### src/design/otp_pkg.sv
// Purpose: Shared constants for the nonvolatile programming sequencer.
// Assumes: 250 MHz clock; 8-bit register space behind a simple register port.
// Notes: Controller registers sit on APB at word offsets chosen here.
package otp_pkg;
  localparam int unsigned CLK_MHZ = 250;
  localparam int unsigned BURN_WAIT_MS = 20;
  localparam int unsigned BURN_WAIT_CYC = BURN_WAIT_MS * 1000 * CLK_MHZ;
  localparam int unsigned BURN_TIME_CYC = 1000;
  localparam logic [7:0] CFG_FIRST = 8'h07;
  localparam logic [7:0] CFG_LAST = 8'h15;
  localparam int unsigned CFG_NUM = 15;
  localparam logic [7:0] CTRL_ADDR = 8'h16;
  localparam int unsigned CTRL_NOREFRESH_BIT = 6;
  localparam logic [7:0] STAT_ADDR = 8'h17;
  localparam int unsigned STAT_FAULT_BIT = 0;
  localparam logic [7:0] NV_BURN_TRIGGER = 8'h78;
  localparam logic [7:0] NV_RELOAD_TRIGGER = 8'h79;
  localparam logic [7:0] BURN_CODE = 8'ha5;
  localparam logic [7:0] RELOAD_CODE = 8'h5a;
  localparam logic [2:0] WRITE_BUDGET = 3'h6;
  localparam logic [7:0] APB_CMD = 8'h00;
  localparam logic [7:0] APB_STATUS = 8'h04;
  localparam logic [7:0] APB_IRQ_STAT = 8'h08;
  localparam logic [7:0] APB_IRQ_CLR = 8'h0c;
  localparam logic [7:0] APB_IRQ_EN = 8'h10;
  localparam logic [7:0] APB_WDATA = 8'h14;
  localparam logic [7:0] APB_RDATA = 8'h18;
  localparam int unsigned CMD_PROGRAM = 0;
  localparam int unsigned CMD_WRITE = 1;
  localparam int unsigned CMD_READ = 2;
  localparam int unsigned CMD_MAX_TRIES = 4;
  localparam logic [3:0] MAX_TRIES = 4'h4;
  localparam int unsigned IRQ_DONE = 0;
  localparam int unsigned IRQ_FAIL = 1;
endpackage

### src/design/otp_if.sv
// Purpose: Register port between the host controller and the device.
// Assumes: One clock; a write or read is one cycle, read data next cycle.
// Notes: None.
`timescale 1ns/1ps
interface otp_if (input wire logic clk);
  logic wr_en;
  logic rd_en;
  logic [7:0] addr;
  logic [7:0] wdata;
  logic [7:0] rdata;
  logic rvalid;
  logic prog_supply;
  modport dev (input wr_en, rd_en, addr, wdata, prog_supply, output rdata, rvalid);
  modport host (output wr_en, rd_en, addr, wdata, prog_supply, input rdata, rvalid);
endinterface

### src/design/otp_host.sv
// Purpose: Host end: runs the burn, poll, retry, reload sequence from APB.
// Assumes: APB master of 32-bit data; device keeps its register port timing.
// Notes: Wait count is a parameter so a bench may shorten it.
`timescale 1ns/1ps
module otp_host
  import otp_pkg::*;
#(
  parameter int unsigned WAIT_CYC = BURN_WAIT_CYC
)
(
  input wire logic clk,
  input wire logic sys_rst,
  input wire logic psel,
  input wire logic penable,
  input wire logic pwrite,
  input wire logic [7:0] paddr,
  input wire logic [31:0] pwdata,
  output logic [31:0] prdata,
  output logic pready,
  output logic pslverr,
  output logic irq,
  otp_if.host bus
);
  // How it works
  // Host loads config registers 0x07-0x15 first
  // Code 0xa5 at 0x78 starts burn
  // Host makes burned data parity even; this host adds no parity, data is burned as written
  // Wait 20 ms, read fault, retry
  // Code 0x5a at 0x79 reloads stored values
  // Inhibit bit stops refresh during programming
  // Only six burns allowed in lifetime; the device burn count used_q clears on sys_rst
  // Other values at command addresses ignored
  typedef enum logic [3:0] {H_IDLE, H_INHIBIT, H_BURN, H_WAIT, H_POLL, H_PWAIT,
    H_RELOAD, H_UNINHIBIT, H_WR, H_RD, H_RWAIT} hst_t;
  hst_t st_q;
  logic [2:0] cmd_q;
  logic [15:0] wdata_q;
  logic [7:0] rdata_q;
  logic [3:0] tries_q;
  logic [31:0] wait_q;
  logic busy_q;
  logic [1:0] irq_st_q;
  logic [1:0] irq_en_q;
  logic [31:0] prdata_q;
  wire wr_acc = psel && penable && pwrite;
  wire rd_acc = psel && penable && !pwrite;
  wire go = wr_acc && paddr == APB_CMD && !busy_q;
  wire ev_done = st_q == H_UNINHIBIT || (st_q == H_RWAIT && bus.rvalid) || st_q == H_WR;
  wire ev_fail = st_q == H_PWAIT && bus.rvalid && bus.rdata[0] && tries_q == MAX_TRIES;
  wire [1:0] ev = {ev_fail, ev_done && !ev_fail};
  wire known = paddr == APB_CMD || paddr == APB_STATUS || paddr == APB_IRQ_STAT ||
    paddr == APB_IRQ_CLR || paddr == APB_IRQ_EN || paddr == APB_WDATA || paddr == APB_RDATA;
  assign pready = 1'b1;
  assign pslverr = psel && penable && !known;
  assign prdata = prdata_q;
  assign irq = |(irq_st_q & irq_en_q);
  assign bus.prog_supply = st_q inside {H_BURN, H_WAIT, H_POLL, H_PWAIT};
  assign bus.wr_en = st_q inside {H_INHIBIT, H_BURN, H_RELOAD, H_UNINHIBIT, H_WR};
  assign bus.rd_en = st_q == H_POLL || st_q == H_RD;
  assign bus.addr = st_q == H_BURN ? NV_BURN_TRIGGER :
    st_q == H_RELOAD ? NV_RELOAD_TRIGGER :
    (st_q == H_POLL || st_q == H_PWAIT) ? STAT_ADDR :
    (st_q == H_INHIBIT || st_q == H_UNINHIBIT) ? CTRL_ADDR : wdata_q[15:8];
  assign bus.wdata = st_q == H_BURN ? BURN_CODE :
    st_q == H_RELOAD ? RELOAD_CODE :
    st_q == H_INHIBIT ? 8'(1 << CTRL_NOREFRESH_BIT) :
    st_q == H_UNINHIBIT ? 8'h0 : wdata_q[7:0];

  // ----------------------------------------
  // Command sequencer.
  // ----------------------------------------
  always_ff @(posedge clk) begin
    if (sys_rst) begin
      st_q <= H_IDLE;
      busy_q <= 1'b0;
      tries_q <= 4'h0;
      wait_q <= 32'h0;
      rdata_q <= 8'h0;
    end else begin
      case (st_q)
        H_IDLE: begin
          if (go && pwdata[CMD_PROGRAM]) begin
            st_q <= H_INHIBIT;
            busy_q <= 1'b1;
            tries_q <= 4'h0;
          end else if (go && pwdata[CMD_WRITE]) begin
            st_q <= H_WR;
            busy_q <= 1'b1;
          end else if (go && pwdata[CMD_READ]) begin
            st_q <= H_RD;
            busy_q <= 1'b1;
          end
        end
        H_INHIBIT: st_q <= H_BURN;
        H_BURN: begin
          st_q <= H_WAIT;
          tries_q <= 4'(tries_q + 4'h1);
          wait_q <= 32'h0;
        end
        H_WAIT: begin
          wait_q <= 32'(wait_q + 32'h1);
          if (wait_q == 32'(WAIT_CYC - 1)) begin
            st_q <= H_POLL;
          end
        end
        H_POLL: st_q <= H_PWAIT;
        H_PWAIT: begin
          if (bus.rvalid) begin
            if (!bus.rdata[0]) begin
              st_q <= H_RELOAD;
            end else if (tries_q == MAX_TRIES) begin
              st_q <= H_IDLE;
              busy_q <= 1'b0;
            end else begin
              st_q <= H_BURN;
            end
          end
        end
        H_RELOAD: st_q <= H_UNINHIBIT;
        H_UNINHIBIT: begin
          st_q <= H_IDLE;
          busy_q <= 1'b0;
        end
        H_WR: begin
          st_q <= H_IDLE;
          busy_q <= 1'b0;
        end
        H_RD: st_q <= H_RWAIT;
        H_RWAIT: begin
          if (bus.rvalid) begin
            rdata_q <= bus.rdata;
            st_q <= H_IDLE;
            busy_q <= 1'b0;
          end
        end
        default: st_q <= H_IDLE;
      endcase
    end
  end

  // ----------------------------------------
  // APB registers and interrupt.
  // ----------------------------------------
  always_ff @(posedge clk) begin
    if (sys_rst) begin
      wdata_q <= 16'h0;
      irq_st_q <= 2'h0;
      irq_en_q <= 2'h0;
      prdata_q <= 32'h0;
    end else begin
      if (wr_acc && paddr == APB_WDATA && !busy_q) begin
        wdata_q <= pwdata[15:0];
      end
      if (wr_acc && paddr == APB_IRQ_EN) begin
        irq_en_q <= pwdata[1:0];
      end
      if (wr_acc && paddr == APB_IRQ_CLR) begin
        irq_st_q <= (irq_st_q & ~pwdata[1:0]) | ev;
      end else begin
        irq_st_q <= irq_st_q | ev;
      end
      if (psel && !penable && !pwrite) begin
        case (paddr)
          APB_STATUS: prdata_q <= {24'h0, tries_q, 3'h0, busy_q};
          APB_IRQ_STAT: prdata_q <= {30'h0, irq_st_q};
          APB_IRQ_EN: prdata_q <= {30'h0, irq_en_q};
          APB_WDATA: prdata_q <= {16'h0, wdata_q};
          APB_RDATA: prdata_q <= {24'h0, rdata_q};
          default: prdata_q <= 32'h0;
        endcase
      end
    end
  end
endmodule

### src/flat_wrapper.sv
// flat-port wrapper written by rule: the top's interface ports become plain ports
module otp_host_flat import otp_pkg::*;
#(
  parameter int unsigned WAIT_CYC = BURN_WAIT_CYC
)
  (clk, sys_rst, psel, penable, pwrite, paddr, pwdata, prdata, pready, pslverr, irq, bus_wr_en, bus_rd_en, bus_addr, bus_wdata, bus_prog_supply, bus_rdata, bus_rvalid);
  otp_if bus_i (.clk(clk));
  input wire logic clk;
  input wire logic sys_rst;
  input wire logic psel;
  input wire logic penable;
  input wire logic pwrite;
  input wire logic [7:0] paddr;
  input wire logic [31:0] pwdata;
  output logic [31:0] prdata;
  output logic pready;
  output logic pslverr;
  output logic irq;
  output wire logic [$bits(bus_i.wr_en)-1:0] bus_wr_en;
  output wire logic [$bits(bus_i.rd_en)-1:0] bus_rd_en;
  output wire logic [$bits(bus_i.addr)-1:0] bus_addr;
  output wire logic [$bits(bus_i.wdata)-1:0] bus_wdata;
  output wire logic [$bits(bus_i.prog_supply)-1:0] bus_prog_supply;
  input wire logic [$bits(bus_i.rdata)-1:0] bus_rdata;
  input wire logic [$bits(bus_i.rvalid)-1:0] bus_rvalid;
  assign bus_wr_en = bus_i.wr_en;
  assign bus_rd_en = bus_i.rd_en;
  assign bus_addr = bus_i.addr;
  assign bus_wdata = bus_i.wdata;
  assign bus_prog_supply = bus_i.prog_supply;
  assign bus_i.rdata = bus_rdata;
  assign bus_i.rvalid = bus_rvalid;
  otp_host #(.WAIT_CYC(WAIT_CYC)) u_core (.clk(clk), .sys_rst(sys_rst), .psel(psel), .penable(penable), .pwrite(pwrite), .paddr(paddr), .pwdata(pwdata), .prdata(prdata), .pready(pready), .pslverr(pslverr), .irq(irq), .bus(bus_i));
endmodule
### config.mk
export PLATFORM = sky130hd
export DESIGN_NAME = otp_host_flat
export DESIGN_NICKNAME = d
export VERILOG_FILES = /design/src/design/otp_pkg.sv /design/src/design/otp_if.sv /design/src/design/otp_host.sv /design/src/flat_wrapper.sv
export SDC_FILE = /design/constraint.sdc
export NUM_CORES = 1
export LEC_CHECK = 0
export BUFFER_PORTS_ARGS = -buffer_cell sky130_fd_sc_hd__clkbuf_2
export CAP_MARGIN = 20
export CORE_UTILIZATION = 54
export DETAILED_ROUTE_END_ITERATION = 8
export GPL_ROUTABILITY_DRIVEN = 0
export MAX_ROUTING_LAYER = met4
export PLACE_DENSITY = 0.8
export SLEW_MARGIN = 40
export SYNTH_ARGS = -nofsm -noshare
export SYNTH_HDL_FRONTEND = slang
export SYNTH_SLANG_ARGS = --single-unit
### constraint.sdc
create_clock -name clk -period 2.2 [get_ports clk]
set_input_delay 0.44 -clock clk [delete_from_list [all_inputs] [get_ports clk]]
set_output_delay 0.44 -clock clk [all_outputs]
set_load 0.02 [all_outputs]
---- After elaboration in Yosys (flattened, before gate mapping) ----
Cells that the tools add are included.
word-level totals
  input port bits ......................... 54
  flip-flop bits (word level) ............. 101
  memory bits (writable) .................. 0
  output and inout bits ................... 54
  logic and storage cells ................. 119
  latch bits .............................. 0
  bits in read-only memories .............. 0
  memories kept ........................... 0
cells by class
  equal/unequal tests ..................... 25
  $lt $le $gt $ge ......................... 0
  shift operators ......................... 0
  divide/modulo/power cells ............... 0
  multipliers ............................. 0
  reduce and logical (&&, ||, !) cells .... 48
  add/sub/neg operators ................... 2
  multiplexer cells ....................... 30
  bitwise logic cells ..................... 5
operators by type and width
  cell                                                                      number
  16-bit one-hot mux with 5 select lines                                    1
  8-bit two-way mux                                                         8
  32-bit one-hot mux with 2 select lines                                    1
  4-bit one-hot mux with 9 select lines                                     1
  32-bit by 1-bit adder with 32-bit output (second input constant)          1
  32-bit by 23-bit equality test with 1-bit output (second input constant)  1
  4-bit two-way mux                                                         8
  8-bit by 5-bit equality test with 1-bit output (second input constant)    3
  4-bit by 3-bit equality test with 1-bit output (second input constant)    5
  1-bit logical AND                                                         19
  8-bit by 4-bit equality test with 1-bit output (second input constant)    2
  4-bit equality test (second input constant)                               3
  1-bit logical OR                                                          11
  2-bit inequality test (second input constant)                             5
  4-bit by 2-bit equality test with 1-bit output (second input constant)    2
  8-bit by 3-bit equality test with 1-bit output (second input constant)    1
  8-bit logical NOT                                                         1
  4-bit one-hot mux with 2 select lines                                     1
  4-bit nonzero test                                                        2
  1-bit two-way mux                                                         7
  6-bit AND reduction                                                       1
  1-bit logical NOT                                                         5
  5-bit nonzero test                                                        1
  4-bit by 1-bit adder with 4-bit output (second input constant)            1
  other kinds (13)                                                          19

---- Logic depth before layout (Yosys ltp) ----
  depth in word-level cells ............... 9
  gate-level depth with buffers ........... 9
  depth with buffers taken out ............ 7

---- Worst setup path after synthesis ----
OpenSTA, ideal clock, no wires.
  path kind ............................... flip-flop to output port
  start point ............................. register u_core.st_q[1]
  end point ............................... output port bus_wdata[1]
  arrival time ............................ 1.551 ns
  buffers on the path ..................... 2
  data required time ...................... 1.760 ns
  slack ................................... 0.209 ns
  cell stages (with the launch flop) ...... 7
  cell sequence ........................... dfxtp_1 > buf_2 > buf_1 > nand2_1 > nor2_1 > a21oi_1 > o21ai_0
between the ends
  word-level cells in the longest chain between the ends .. 5
  elaborated cells between the ends (all ways) .. 8
  those cells by class .................... 4 x eq/ne; 4 x mux
RTL lines
  what                                            line                source
  from (decl)                                     otp_host.sv:35      hst_t st_q;
  from (signal assigned)                          otp_host.sv:74      st_q <= H_IDLE;
  from (signal assigned)                          otp_host.sv:83      st_q <= H_INHIBIT;
  from (signal assigned)                          otp_host.sv:87      st_q <= H_WR;
  4-bit by 3-bit equality test with 1-bit output  otp_host.sv:67      st_q == H_UNINHIBIT ? 8'h0 : wdata_q[7:0];
  8-bit two-way mux                               otp_host.sv:67
  8-bit two-way mux                               otp_host.sv:66      st_q == H_INHIBIT ? 8'(1 << CTRL_NOREFRESH_BIT) :
  8-bit two-way mux                               otp_host.sv:65      st_q == H_RELOAD ? RELOAD_CODE :
  8-bit two-way mux (*)                           otp_host.sv:64      assign bus.wdata = st_q == H_BURN ? BURN_CODE :
  to (decl)                                       flat_wrapper.sv:22  output wire logic [$bits(bus_i.wdata)-1:0] bus_wdata;
Mark *: on every way between the ends. The rest lies on a longest branch, timed or not.

---- Worst setup path after layout ----
  start point ............................. register u_core.st_q[1]
  end point ............................... output port bus_addr[0]
between the ends
  word-level cells in the longest chain between the ends .. 6
  elaborated cells between the ends (all ways) .. 12
  those cells by class .................... 6 x eq/ne; 4 x mux; 2 x reduce/logical
RTL lines
  what                                                                                                                     line                source
  4-bit by 1-bit equality test with 1-bit output / 4-bit by 3-bit equality test with 1-bit output (equally long branches)  otp_host.sv:63      (st_q == H_INHIBIT || st_q == H_UNINHIBIT) ? CTRL_ADDR : wdata_q[15:8];
  1-bit logical OR                                                                                                         otp_host.sv:63
  8-bit two-way mux                                                                                                        otp_host.sv:63
  8-bit two-way mux                                                                                                        otp_host.sv:62      (st_q == H_POLL || st_q == H_PWAIT) ? STAT_ADDR :
  8-bit two-way mux                                                                                                        otp_host.sv:61      st_q == H_RELOAD ? NV_RELOAD_TRIGGER :
  8-bit two-way mux (*)                                                                                                    otp_host.sv:60      assign bus.addr = st_q == H_BURN ? NV_BURN_TRIGGER :
  to (decl)                                                                                                                flat_wrapper.sv:21  output wire logic [$bits(bus_i.addr)-1:0] bus_addr;
Marks and branches as above.

==> flow_metrics.py <==
metrics = {
    "critical_path": {
        "cpPeakStageDelay_ns": 0.45,
        "cp.arrival_ns": 1.70,
        "critPathTopFamily": "simple AND/OR/NAND/NOR gates",
        "worstPathCellList": "nor2b_1 > a211o_1 > a32o_1 > clkbuf_2",
        "worstSetupStartpointType": "flip-flop",
        "critPathSlowestCell": "nor2b_1",
        "worstPathRequired_ns": 1.76,
        "crit_type": "reg2out",
        "worstPathMaxFanout": 7,
        "path_buf_inv": 1,
        "end_kind": "output pin",
    },
    "timing": {
        "clock_skew_ns": 0.01354,
        "fin_crit_ns": 2.143,
        "fmax_ghz": 0.4667,
        "finalSetupViolCount": 0,
        "finalHoldViolCount": 0,
        "holdWs_ns": 0.2763,
        "worst_pin_slew_ns": 0.5967,
        "slew_violations": 0,
        "max_slew_margin_pct": 59.85,
        "rsz0062_at_grt": "true",
        "timing.final.crit_share_pct": 97.40,
    },
    "floorplanning": {
        "start_util_pct": 56.50,
        "die_w_um": 95.41,
        "dieArea_um2": 9103,
        "rows": 33,
        "core_um2": 8341,
        "die_y_um": 95.41,
        "ioPinCount": 108,
    },
    "global_route": {
        "grt.overflow.total": 0,
        "grt_start_max_net_pins": 43,
        "gr-usage-met3_pct": 3.509,
        "globalRouteMet2Util_pct": 47.50,
        "grt_pass1_wl_mm": 20.69,
        "busiest_layer": "met2",
        "grt_pass1_vias": 4376,
        "track_usage_pct": 29.85,
        "use_met1_pct": 37.92,
        "antenna_found_initial": 0,
    },
    "clock_network": {
        "cts_root_buffer": "clkbuf_8",
        "insertion_delay_ns": 0.38,
        "clock-sinks": 85,
        "htreeDepth": 3,
        "cts_tree": "yes",
        "cts.path.max_buffers": 2,
        "clkTransAtPathRegs_ns": 0.09,
        "cts_inserted_buffers": 9,
        "ctsHoldBuffers": 0,
    },
    "cells_and_area": {
        "fin_area_um2": 5472,
        "drive_gt1_share_pct": 20.95,
        "antenna_cells": 0,
        "areaGrowthSynthToFinish_pct": 16.12,
        "finalNetCount": 744,
    },
    "synthesis": {
        "synth_area_um2": 4712,
        "synth_seq_cells": 85,
        "yosysUniqueCellTypes": 71,
        "synth-edff-count": 0,
        "synth_seq_area_share_pct": 36.11,
        "synth_flop_cell": "dfxtp_1",
        "syn_inst": 611,
        "synth-async-reset-ratio_pct": 0,
        "yosysWarnings": 0,
        "avgSynthCellArea_um2": 7.712,
    },
    "place": {
        "io_buffer_count": 74,
        "place_area_um2": 5219,
        "dpl.hpwl_mm": 9.003,
    },
    "route": {
        "wl_per_cell_um": 15.61,
        "dr.pass1.iters": 5,
        "wl_mm": 12.44,
        "antenna_left": 0,
        "drc": 0,
        "avgViaCountPerCell": 6.097,
        "dr_total_vias": 4859,
        "drt_iter0_markers": 282,
    },
    "pwr": {
        "vdd_drop_max_mv": 0.6235,
        "powerDensity_nw_per_um2": 806.5,
        "leakagePower_uw": 0.002159,
    },
    "outcome": {
        "status": "complete, no violations",
    },
    "flow_run": {
        "drv_cap": 0,
    },
    "min_path": {
        "hold_path_class": "in2reg",
    },
}
## state kept, by name, summed over array words and instances, names as in the netlist, 2 cells and up
name	count
u_core.st_q	4
u_core.irq_st_q	2
u_core.irq_en_q	2
u_core.rdata_q	8
u_core.tries_q	4
u_core.prdata	16
u_core.wait_q	32
u_core.wdata_q	16
## cell families (layout without fill, tap and decap cells)
logic type	Yosys count	after routing	synth area share, %
buffers and inverters	72	138	7.568
DFF	85	85	36.11
adders and majority gates	3	3	0.7967
muxes	12	12	2.576
and+or+nand+nor	263	263	29.71
xor gates and xnor gates	6	6	1.115
other	2	17	0.1594
AOI/OAI and AO/OA	168	168	21.96
## worst register-to-register path: stages, from the launching register on
cell and delay [ns]:
dfxtp_1 0.39, ha_1 0.20, nand3_1 0.21, nor4_4 0.34, buf_4 0.19, nand2_1 0.07
o31a_1 0.24, a311oi_1 0.29
## final cells by class
cell class,instances,area [um^2]
clock buffer,9,123.9
multi-input combinational,469,2736
timing repair buffer,106,623.1
fill,725,2869
tap,105,131.4
inverter,16,63.81
sequential,85,1714
clock inverter,7,78.83
## repair_timing
action / in CTS / in global routing
gates resized for setup: 4 / 13
buffers inserted: 0 / 1
setup endpoints to repair: 18 / 16
pin swaps: 0 / 1
endpoints found under the hold margin: 0 / 0
## where the power goes
part	internal [uW]	switching, uW
clock	541	625
combinational	553	982
sequential	1610	104
total	2700	1710
## worst paths after layout
| check | startpoint | to | slack [ns] | depth (start not counted) |
|---|---|---|---|---|
| max | u_core.st_q[1]$_SDFFE_PP0P_ | bus_addr[0] | 0.06 | 4 |
| min | pwdata[8] | u_core.wdata_q[8]$_SDFFE_PP0P_ | 0.28 | 3 |
| max reg2reg | u_core.wait_q[0]$_SDFFE_PP0P_ | u_core.wait_q[20]$_SDFFE_PP0P_ | 0.16 | 7 |
| min reg2reg | u_core.prdata[11]$_SDFFE_PP0P_ | u_core.prdata[11]$_SDFFE_PP0P_ | 0.46 | 2 |
## Yosys cell counts (all sizes together) (7+ instances only)
master	number	area, um^2
and3	14	87.58
nor4	12	102.6
inv	16	60.06
dfxtp	85	1702
nand4	9	62.56
nor2	51	191.4
clkbuf	27	101.4
mux2i	11	110.1
nor3	12	65.06
o21ai	40	200.2
a21oi	67	335.3
or3	7	43.79
buf	29	195.2
nand3	30	162.7
nand2	81	304.0
a22oi	7	52.55
a31oi	9	56.30
## cells in the final DEF, fill, tap and decap left out, types with 3 or more instances in the layout
master,instances
a21oi_1,66
nand4b_1,6
nor3b_1,4
and3_1,14
a211oi_1,5
a222oi_1,4
buf_4,31
and2_1,6
a22o_1,5
or3_1,7
o21ai_0,39
nor2_1,48
dfxtp_1,81
clkbuf_8,9
a311oi_1,6
nor2b_1,6
clkbuf_2,72
xor2_1,4
nor4_1,9
conb_1,17
o211ai_1,4
nor3_1,11
a22oi_1,7
ha_1,3
inv_1,15
nand4_1,8
dfxtp_4,3
a31oi_1,9
and4_1,5
inv_6,4
mux2i_1,11
nand3_1,29
nand2_1,81
nor2_2,3
## routing by layer
layer	vias to the layer above	part of all wire, %
met1	2286	43
met5	-	0
li1	2346	-
met2	198	48
met4	0	3.1
met3	29	6.0
## per-stage QoR
step	setup TNS (ns)	util [%]	setup WS, ns	instances	power [uW]
2_1_floorplan	0	-	0.2093	626	2720
3_3_place_gp	0	62.57	0.1574	780	3175
3_5_place_dp	0	62.57	0.1235	780	3207
4_1_cts	0	65.08	0.004135	796	4358
5_1_grt	-0.008602	65.60	-0.003993	797	4624
6_report	0	65.60	0.05720	797	4413
(Power assumes the default switching activity.)
